File: src/bdat_pkg.sv
// Shared constants and types of the bi-phase digital audio transmitter.
// Assumes a single 40 MHz core clock and a 44.1 kHz stereo sample stream.
package bdat_pkg;

  // Core clock and half-cell rate
  localparam int unsigned        CLK_HZ                = 40_000_000;
  localparam int unsigned        SAMPLE_RATE_HZ        = 44_100;
  localparam int unsigned        HALF_CELLS_PER_SAMPLE = 128;
  localparam int unsigned        ACC_W                 = 27;
  localparam logic [ACC_W-1:0]   ACC_MODULUS           = ACC_W'(CLK_HZ);
  localparam logic [ACC_W-1:0]   ACC_STEP              = ACC_W'(SAMPLE_RATE_HZ * HALF_CELLS_PER_SAMPLE);

  // Subframe layout
  localparam int unsigned        SUBFRAME_BITS = 32;
  localparam int unsigned        BIT_IDX_W     = 5;
  localparam logic [4:0]         LAST_BIT      = 5'h1f;
  localparam logic [4:0]         SYNC_BITS     = 5'h04;
  localparam int unsigned        SAMPLE_W      = 16;
  localparam int unsigned        AUX_ZERO_W    = 3;
  localparam int unsigned        PAD_ZERO_W    = 4;
  localparam int unsigned        BODY_W        = 27;

  // Block layout
  localparam int unsigned        SUB_IDX_W     = 9;
  localparam logic [8:0]         LAST_SUB      = 9'h17f;
  localparam logic [8:0]         FIRST_SUB     = 9'h000;

  // Preambles as half-cell levels after a low cell, first half-cell in the msb
  localparam int unsigned        PRE_W         = 8;
  localparam logic [2:0]         PRE_MSB       = 3'h7;
  localparam logic [7:0]         PRE_B         = 8'he8;
  localparam logic [7:0]         PRE_M         = 8'he2;
  localparam logic [7:0]         PRE_W_PAT     = 8'he4;

  // Channel-status bit positions
  localparam int unsigned        CS_IDX_W      = 8;
  localparam logic [7:0]         CS_CTRL_END   = 8'h04;
  localparam logic [7:0]         CS_CATEGORY   = 8'h08;
  localparam logic [7:0]         CS_ACC_LO     = 8'h1c;
  localparam logic [7:0]         CS_ACC_HI     = 8'h1d;

  // Buffer geometry
  localparam int unsigned        BUF_DEPTH     = 2;

  typedef enum logic [1:0] {
    BDAT_MODE_OFF,
    BDAT_MODE_PRE,
    BDAT_MODE_POST
  } bdat_mode_type;

  typedef enum logic [1:0] {
    BDAT_ACC_LEVEL_I,
    BDAT_ACC_LEVEL_II,
    BDAT_ACC_LEVEL_III
  } bdat_accuracy_type;

  // One stereo pair, before and after concealment, with its flags
  typedef struct packed {
    logic [SAMPLE_W-1:0] pre_left;
    logic [SAMPLE_W-1:0] pre_right;
    logic [SAMPLE_W-1:0] post_left;
    logic [SAMPLE_W-1:0] post_right;
    logic                left_bad;
    logic                right_bad;
    logic                left_flag;
    logic                right_flag;
  } bdat_pair_type;

  localparam int unsigned        PAIR_W        = $bits(bdat_pair_type);

endpackage

File: src/bdat_transmitter.sv
// Bi-phase mark digital audio transmitter: subframes, blocks, preambles, channel status.
// Assumes all inputs come from decoder logic on core_clk_in, so none is synchronised.
// Operation
// - Three modes: low, pre-concealment, post-concealment
// - Subframes of 32 bits in bi-phase mark
// - Blocks of 384 subframes, count restarts
// - Bits 0-3 carry coding-violating sync
// - B starts block, M other left, W right
// - Auxiliary bits 4-7 normally zero
// - Bit 4 optionally carries correction flags
// - Audio bits 8-27, sample at 12-27
// - Left and right subframes strictly alternate
// - Validity bit 28 marks uncorrectable samples
// - User bit 29 carries unaligned subcode stream
// - Channel status equal across a pair, save bits 28-29 if clock accuracy changes mid-pair
// - Bit 31 is even parity of 4-30
// - Status bits 0-3 copy subcode control
// - Category bits 8-15: only bit 8 set
// - Status bits 28-29 give clock accuracy
// - Remaining status bits always zero
module bdat_transmitter (
  input  wire logic                        core_clk_in,
  input  wire logic                        rst_b_in,
  input  wire bdat_pkg::bdat_mode_type     source_mode_in,
  input  wire bdat_pkg::bdat_accuracy_type clock_accuracy_in,
  input  wire logic                        flag_insert_in,
  input  wire logic [3:0]                  q_control_in,
  input  wire logic                        user_bit_in,
  input  wire logic                        pair_valid_in,
  input  wire bdat_pkg::bdat_pair_type     pair_in,
  output logic                             pair_ready_out,
  output logic                             user_take_out,
  output logic                             block_start_out,
  output logic                             underrun_out,
  output logic                             biphase_audio_out_pin_out
);

  // Channel-status content for one status index
  function automatic logic cs_bit(input logic [bdat_pkg::CS_IDX_W-1:0] idx,
                                  input logic [3:0]                    q,
                                  input bdat_pkg::bdat_accuracy_type   acc);
    logic result;
    result = 1'b0;
    if (idx < bdat_pkg::CS_CTRL_END) begin
      result = q[idx[1:0]];
    end else if (idx == bdat_pkg::CS_CATEGORY) begin
      result = 1'b1;
    end else if (idx == bdat_pkg::CS_ACC_LO) begin
      result = acc == bdat_pkg::BDAT_ACC_LEVEL_I;
    end else if (idx == bdat_pkg::CS_ACC_HI) begin
      result = acc == bdat_pkg::BDAT_ACC_LEVEL_III;
    end
    return result;
  endfunction

  // Half-cell pacing
  logic [bdat_pkg::ACC_W-1:0]     acc;
  // Position of the half-cell on the line
  logic                           half;
  logic [bdat_pkg::BIT_IDX_W-1:0] bit_idx;
  logic [bdat_pkg::SUB_IDX_W-1:0] sub_idx;
  // Subframe being sent and its preamble
  logic [bdat_pkg::SUBFRAME_BITS-1:0] word;
  logic [bdat_pkg::PRE_W-1:0]     pat;
  logic                           sync_base;
  logic                           level;
  // Right half of the current pair and the latched control bits
  bdat_pkg::bdat_pair_type        held;
  logic                           held_ok;
  logic [3:0]                     qctl;

  logic                           buf_valid;
  bdat_pkg::bdat_pair_type        buf_data;

  // Half-cell tick: fractional divide of 40 MHz to 128 x 44.1 kHz
  wire [bdat_pkg::ACC_W-1:0] acc_sum  = acc + bdat_pkg::ACC_STEP;
  wire                       tick     = acc_sum >= bdat_pkg::ACC_MODULUS;
  wire [bdat_pkg::ACC_W-1:0] next_acc = tick ? acc_sum - bdat_pkg::ACC_MODULUS : acc_sum;

  // Next position; the subframe ends after the second half of bit 31
  wire                           at_end   = half & (bit_idx == bdat_pkg::LAST_BIT);
  wire                           next_half = ~half;
  wire [bdat_pkg::BIT_IDX_W-1:0] next_bit = half ? bit_idx + 5'h01 : bit_idx;
  wire [bdat_pkg::SUB_IDX_W-1:0] sub_inc  = (sub_idx == bdat_pkg::LAST_SUB) ? bdat_pkg::FIRST_SUB
                                                                            : sub_idx + 9'h001;
  wire [bdat_pkg::SUB_IDX_W-1:0] next_sub = at_end ? sub_inc : sub_idx;
  wire                           next_left = ~next_sub[0];
  wire                           boundary = tick & at_end;

  // Pair selection; an empty buffer at a left subframe sends silence marked invalid
  wire                     pop      = boundary & next_left;
  wire                     underrun = next_left & ~buf_valid;
  wire bdat_pkg::bdat_pair_type src = next_left ? buf_data : held;
  wire                     src_ok   = next_left ? buf_valid : held_ok;
  wire                     use_post = source_mode_in == bdat_pkg::BDAT_MODE_POST;

  wire [bdat_pkg::SAMPLE_W-1:0] pre_sample  = next_left ? src.pre_left : src.pre_right;
  wire [bdat_pkg::SAMPLE_W-1:0] post_sample = next_left ? src.post_left : src.post_right;
  wire [bdat_pkg::SAMPLE_W-1:0] sample      = ~src_ok ? '0 : use_post ? post_sample : pre_sample;
  // Validity is taken from the decoder flag in both data modes
  wire bad_bit  = ~src_ok | (next_left ? src.left_bad : src.right_bad);
  wire flag_bit = src_ok & flag_insert_in & (next_left ? src.left_flag : src.right_flag);

  // Both subframes of a pair share one status index
  wire [bdat_pkg::CS_IDX_W-1:0] cs_idx = next_sub[bdat_pkg::SUB_IDX_W-1:1];
  wire [3:0] q_now   = (next_sub == bdat_pkg::FIRST_SUB) ? q_control_in : qctl;
  wire       cs_val  = cs_bit(cs_idx, q_now, clock_accuracy_in);

  // Body is bits 4 to 30, lsb first on the line
  wire [bdat_pkg::BODY_W-1:0] body = {
    cs_val,
    user_bit_in,
    bad_bit,
    sample,
    {bdat_pkg::PAD_ZERO_W{1'b0}},
    {bdat_pkg::AUX_ZERO_W{1'b0}},
    flag_bit
  };
  wire                                parity     = ^body;
  wire [bdat_pkg::SUBFRAME_BITS-1:0]  next_word  = {parity, body, {bdat_pkg::SYNC_BITS{1'b0}}};
  wire [bdat_pkg::SUBFRAME_BITS-1:0]  use_word   = at_end ? next_word : word;

  // Preamble choice for the subframe that starts at the boundary
  wire [bdat_pkg::PRE_W-1:0] sel_pat = ~next_left                      ? bdat_pkg::PRE_W_PAT
                                     : (next_sub == bdat_pkg::FIRST_SUB) ? bdat_pkg::PRE_B
                                                                         : bdat_pkg::PRE_M;
  wire [bdat_pkg::PRE_W-1:0] use_pat  = at_end ? sel_pat : pat;
  wire                       use_base = at_end ? level : sync_base;
  wire [2:0]                 pre_pos  = {next_bit[1:0], next_half};
  wire                       in_sync  = next_bit < bdat_pkg::SYNC_BITS;
  wire                       sync_lvl = use_pat[bdat_pkg::PRE_MSB - pre_pos] ^ use_base;

  // Bi-phase mark: every cell starts with a change, a one adds one mid-cell
  wire data_lvl   = ~next_half ? ~level : (use_word[next_bit] ? ~level : level);
  wire line_lvl   = in_sync ? sync_lvl : data_lvl;
  wire next_level = tick ? line_lvl : level;
  wire pin_off    = source_mode_in == bdat_pkg::BDAT_MODE_OFF;

  bdat_pair_buf u_pair_buf (
    .core_clk_in   (core_clk_in),
    .rst_b_in      (rst_b_in),
    .in_valid_in   (pair_valid_in),
    .in_data_in    (pair_in),
    .in_ready_out  (pair_ready_out),
    .out_valid_out (buf_valid),
    .out_data_out  (buf_data),
    .out_ready_in  (pop)
  );

  // Pacing and position
  always_ff @(posedge core_clk_in or negedge rst_b_in) begin
    if (!rst_b_in) begin
      acc     <= '0;
      half    <= 1'b1;
      bit_idx <= bdat_pkg::LAST_BIT;
      sub_idx <= bdat_pkg::LAST_SUB;
    end else begin
      acc <= next_acc;
      if (tick) begin
        half    <= next_half;
        bit_idx <= next_bit;
        sub_idx <= next_sub;
      end
    end
  end

  // Subframe content latched at each boundary
  always_ff @(posedge core_clk_in or negedge rst_b_in) begin
    if (!rst_b_in) begin
      word      <= '0;
      pat       <= bdat_pkg::PRE_B;
      sync_base <= 1'b0;
      held      <= '0;
      held_ok   <= 1'b0;
      qctl      <= 4'h0;
    end else if (boundary) begin
      word      <= next_word;
      pat       <= sel_pat;
      sync_base <= level;
      if (next_left) begin
        held    <= buf_data;
        held_ok <= buf_valid;
      end
      if (next_sub == bdat_pkg::FIRST_SUB) begin
        qctl    <= q_control_in;
      end
    end
  end

  // Line level and status pulses
  always_ff @(posedge core_clk_in or negedge rst_b_in) begin
    if (!rst_b_in) begin
      level                     <= 1'b0;
      biphase_audio_out_pin_out <= 1'b0;
      user_take_out             <= 1'b0;
      block_start_out           <= 1'b0;
      underrun_out              <= 1'b0;
    end else begin
      level                     <= next_level;
      // The coder keeps running while the pin is held, so a mode change resumes in step
      biphase_audio_out_pin_out <= next_level & ~pin_off;
      user_take_out             <= boundary;
      block_start_out           <= boundary & (next_sub == bdat_pkg::FIRST_SUB);
      underrun_out              <= pop & underrun;
    end
  end

endmodule

File: src/bdat_pair_buf.sv
// Two-entry buffer for stereo pairs between the sample source and the transmitter.
// Assumes the same clock on both sides; ready and valid come from flip-flops.
module bdat_pair_buf (
  input  wire logic                    core_clk_in,
  input  wire logic                    rst_b_in,
  input  wire logic                    in_valid_in,
  input  wire bdat_pkg::bdat_pair_type in_data_in,
  output logic                         in_ready_out,
  output logic                         out_valid_out,
  output bdat_pkg::bdat_pair_type      out_data_out,
  input  wire logic                    out_ready_in
);

  bdat_pkg::bdat_pair_type mem [bdat_pkg::BUF_DEPTH];
  logic                    wr_ptr;
  logic                    rd_ptr;
  logic [1:0]              count;

  wire                     push       = in_valid_in & in_ready_out;
  wire                     pop        = out_ready_in & out_valid_out;
  wire [1:0]               next_count = count + {1'b0, push} - {1'b0, pop};

  assign out_data_out = mem[rd_ptr];

  always_ff @(posedge core_clk_in or negedge rst_b_in) begin
    if (!rst_b_in) begin
      wr_ptr        <= 1'b0;
      rd_ptr        <= 1'b0;
      count         <= 2'h0;
      in_ready_out  <= 1'b0;
      out_valid_out <= 1'b0;
    end else begin
      wr_ptr        <= wr_ptr ^ push;
      rd_ptr        <= rd_ptr ^ pop;
      count         <= next_count;
      in_ready_out  <= next_count != 2'(bdat_pkg::BUF_DEPTH);
      out_valid_out <= next_count != 2'h0;
    end
  end

  // Storage needs no reset; valid guards every read
  always_ff @(posedge core_clk_in) begin
    if (push) begin
      mem[wr_ptr] <= in_data_in;
    end
  end

endmodule

File: config.mk
export PLATFORM = sky130hd
export DESIGN_NAME = bdat_transmitter
export DESIGN_NICKNAME = d
export VERILOG_FILES = /design/src/bdat_pkg.sv /design/src/bdat_transmitter.sv /design/src/bdat_pair_buf.sv
export SDC_FILE = /design/constraint.sdc
export NUM_CORES = 1
export LEC_CHECK = 0
export BUFFER_PORTS_ARGS = -buffer_cell sky130_fd_sc_hd__buf_2
export CAP_MARGIN = 20
export CORE_MARGIN = 4
export CORE_UTILIZATION = 45
export DETAILED_ROUTE_END_ITERATION = 8
export PLACE_DENSITY = 0.67
export SYNTH_ARGS = -nofsm -noshare
export SYNTH_HDL_FRONTEND = slang
export SYNTH_SLANG_ARGS = --single-unit
export TNS_END_PERCENT = 20
File: constraint.sdc
create_clock -name core_clk_in -period 8.7 [get_ports core_clk_in]
set_input_delay 1.74 -clock core_clk_in [delete_from_list [all_inputs] [get_ports core_clk_in]]
set_output_delay 1.74 -clock core_clk_in [all_outputs]
set_load 0.02 [all_outputs]
==> metrics.md <==
| Metric | Value |
|---|---|
| Outcome | complete, no violations |
| Initial core utilization | 45.5% |
| Crit path DAT | 5.59 ns |
| Hold path depth | 2 |
| N_diodes | 0 |
| Avg Inst Size Synth | 12.1 sq um |
| Net count reported at finish | 1156 |
| Top area cells in the synthesized netlist | edfxtp_1 33%, dfrtp_1 19%, mux2i_1 6.1%, xnor2_1 4.4%, a21oi_1 3.8% |
| Maximum number of pins on one net before global-route repair | 73 |
| First-pass GRT wire length | 41500 um |
| Worst slack after detailed placement | 3.51 ns |
| Yosys cell types | 78 |
| Most used DFF post-synth | edfxtp_1 |
| Die area | 29900 sq um |
| Static leakage power | 0.00532 uW |
| Overall global routing resource usage | 16.7% |
| FF+latch count, synth | 244 |
| Detailed-route wire length | 25300 um |
| Std cell rows | 60 |
| Core Footprint | 26900 sq um |
| Postcts setup bufs | 0 |
| Multi-input gate area | 5010 sq um |
| Async SR Flop Fraction | 44.3% |
| Type of the worst setup path | reg -> reg |
| Remaining max-slew budget at the tightest pin | 32.0% |
| Layout overhead on the synthesized area | 12.0% |
| Period utilisation layout | 59.5% |
| Final count of pins violating max slew | 0 |
| Final clock skew | 0.0109 ns |
| Vias/cell | 5.50 |
| Slew @ Worst Pin | 1.02 ns |
| Critical R2R Capture | u_pair_buf.in_ready_out |
| Number of enable flip-flop cells after synthesis | 136 |
| Gate count of the mapped netlist | 1008 |
| Total power | 2950 uW |
| X dimension of the die | 173 um |
| Shortest period the worst path allows | 5.18 ns |
| Remaining Overflow, GRT | 0 |
| Hold_buf cts | 0 |
| RSZ-0062 raised after global routing | no |
| Fraction of layout instances using a drive strength above 1 | 20.6% |
| Total negative setup slack | 0 ns |
| Count of endpoints failing hold in the final timing report | 0 |
| Number of global-route vias before repair | 7955 |
| Top cell type's share of synthesized area | 33.4% |
| Endpoint of the worst hold-timing path | pat[3] |
| Vias after detailed routing | 7832 |
| Worst EP required | 9.11 ns |
| Peak supply drop | 0.000183 V |
| Chip Height | 173 um |
| Number of H-tree levels | 1 |
| Clock-pin slew of the registers on the worst-case setup and hold paths | 0.06 ns |
| Cells resized by post-CTS repair | 0 |
| # fillers | 2375 |
| Buffer levels on the longest clock path | 3 |
| Maximum clock frequency | 193 MHz |
| Internal reg-to-reg setup slack | 3.52 ns |
| Worst hold path type | reg -> reg |
| Number of max-cap violations | 0 |
| Sinks on the clock net | 244 |
| Fin Hold WS | 0.457 ns |
| Source of the worst register-to-register timing path | bit_idx[1] |
| Register-to-Register Path Depth | 16 |
| Critical hold path startpoint | pat[3] |
| Number of nets with antenna violations after routing | 0 |
| TritonCTS buffer count | 26 |
| DRC Markers | 0 |
| Combined flip-flop and latch cell area | 6810 sq um |
| Pwr per Cell Area | 215 nW/um^2 |
| Setup ws final | 3.52 ns |
| Kind of launch point of the worst setup path | flop |
| Post-DR wirelength/cell | 17.8 um |
| Total of warnings raised by yosys | 0 |
| Netlist area before placement | 12200 sq um |
| HPWL after detailed placement | 17600 um |
| Clock latency at the later pin of the worst-skew pair | 0.52 ns |
| Port Buffer Count | 85 |
| Global placement routability congestion | 0.885 |
| First element of the critical path | bit_idx[1] |
| Initial antenna violation count | 0 |
| Most area-hungry cell type in the Yosys netlist | edfxtp_1 |
| CTS tree | yes |
| Endpoint class of the critical path | flop |
| First drt pass iteration count | 5 |
| Largest fanout on the critical path | 71 |
| Sequential fraction of the synthesis area | 55.6% |
| Setup-failing EPs final | 0 |
| Net count after synthesis | 1099 |
| Initial detailed-routing violation count | 676 |
| Buffer cell driving the clock tree root | clkbuf_16 |
| Number of placed I/O pins | 86 |
-- metal layers --
metal | track usage [%] | wire length [um] | part of all wire, %
met3 | 2.23 | 1200 | 4.8
met2 | 29.9 | 12900 | 51
met1 | 21.9 | 10700 | 42
met5 | 0 | 0 | 0
met4 | 3.56 | 423 | 1.7
-- power breakdown --
group          internal [uW]  leakage, uW  switching, uW
combinational            156      0.00234            240
clock                    675     0.000427            436
sequential              1400      0.00255           47.1
total                   2230      0.00532            723
-- cells by family after synthesis --
| family | after synthesis | share of synthesized area (%) |
|---|---|---|
| compound gates | 207 | 11.6 |
| xor+xnor | 100 | 7.27 |
| flops | 244 | 55.6 |
| fa+ha+maj | 10 | 1.02 |
| mux | 114 | 11.6 |
| buf+inv | 91 | 3.65 |
| simple gates | 242 | 9.28 |
-- metrics by stage --
stage                     std cells  util [%]  area, sq um
after floorplan                1008         -        12200
after global placement         1378      47.8        12800
after detailed placement       1378      47.8        12800
after CTS                      1423      51.0        13700
after global routing           1423      51.0        13700
final                          1423      51.0        13700
-- worst max-delay path by stage --
stage | to | cells past startpoint
2_1_floorplan | biphase_audio_out_pin_out | 12
3_3_place_gp | u_pair_buf.in_ready_out | 16
3_5_place_dp | u_pair_buf.in_ready_out | 16
4_1_cts | u_pair_buf.in_ready_out | 16
5_1_grt | u_pair_buf.in_ready_out | 16
6_report | u_pair_buf.in_ready_out | 16
-- synthesized netlist by cell type, drive strengths merged (4+ instances only) --
cell and count:
dfstp 15, nor2 80, dfrtp 93, edfxtp 136, mux2i 75, xnor2 61
o21ai 31, nor4 4, nand3 21, o31ai 20, nor2b 5, buf 38
and2 8, clkbuf 27, o21a 5, inv 26, o211ai 8, xor2 38
mux2 19, ha 10, o311ai 4, nor3 19, nand2 74, a211oi 7
nand4 8, nand2b 7, mux4 20, a21oi 93
-- cell type report --
class	instances	area share, %
sequential	244	49.7
multi-input combinational	673	36.5
clock buffer	31	5.26
timing repair buffer	94	3.61
tap	341	3.11
clock inverter	14	1.10
inverter	26	0.712
-- cell usage in the layout, fill, tap and decap left out, types with 21 or more instances in the layout --
cell / instances
a21oi_1: 91
clkbuf_16: 27
edfxtp_1: 136
xnor2_1: 61
mux2i_1: 75
o21ai_0: 26
nand2_1: 73
buf_2: 84
dfrtp_1: 92
inv_1: 25
nor2_1: 79
xor2_1: 38
nand3_1: 21
-- worst max-delay path, stage by stage, from the launching register on --
cell and delay [ns]:
dfstp_2 0.56, ha_1 0.16, and3_1 0.16, ha_1 0.34, nand2_1 0.58, nand2_1 0.64, nand2_1 0.51, nor3_4 0.26
buf_4 0.56, nand2_1 0.20, inv_1 0.09, ha_1 0.22, inv_1 0.06, ha_1 0.15, xor2_1 0.17, xnor2_1 0.11
or2_2 0.28
Note: power is estimated with default switching activity, not from simulation.
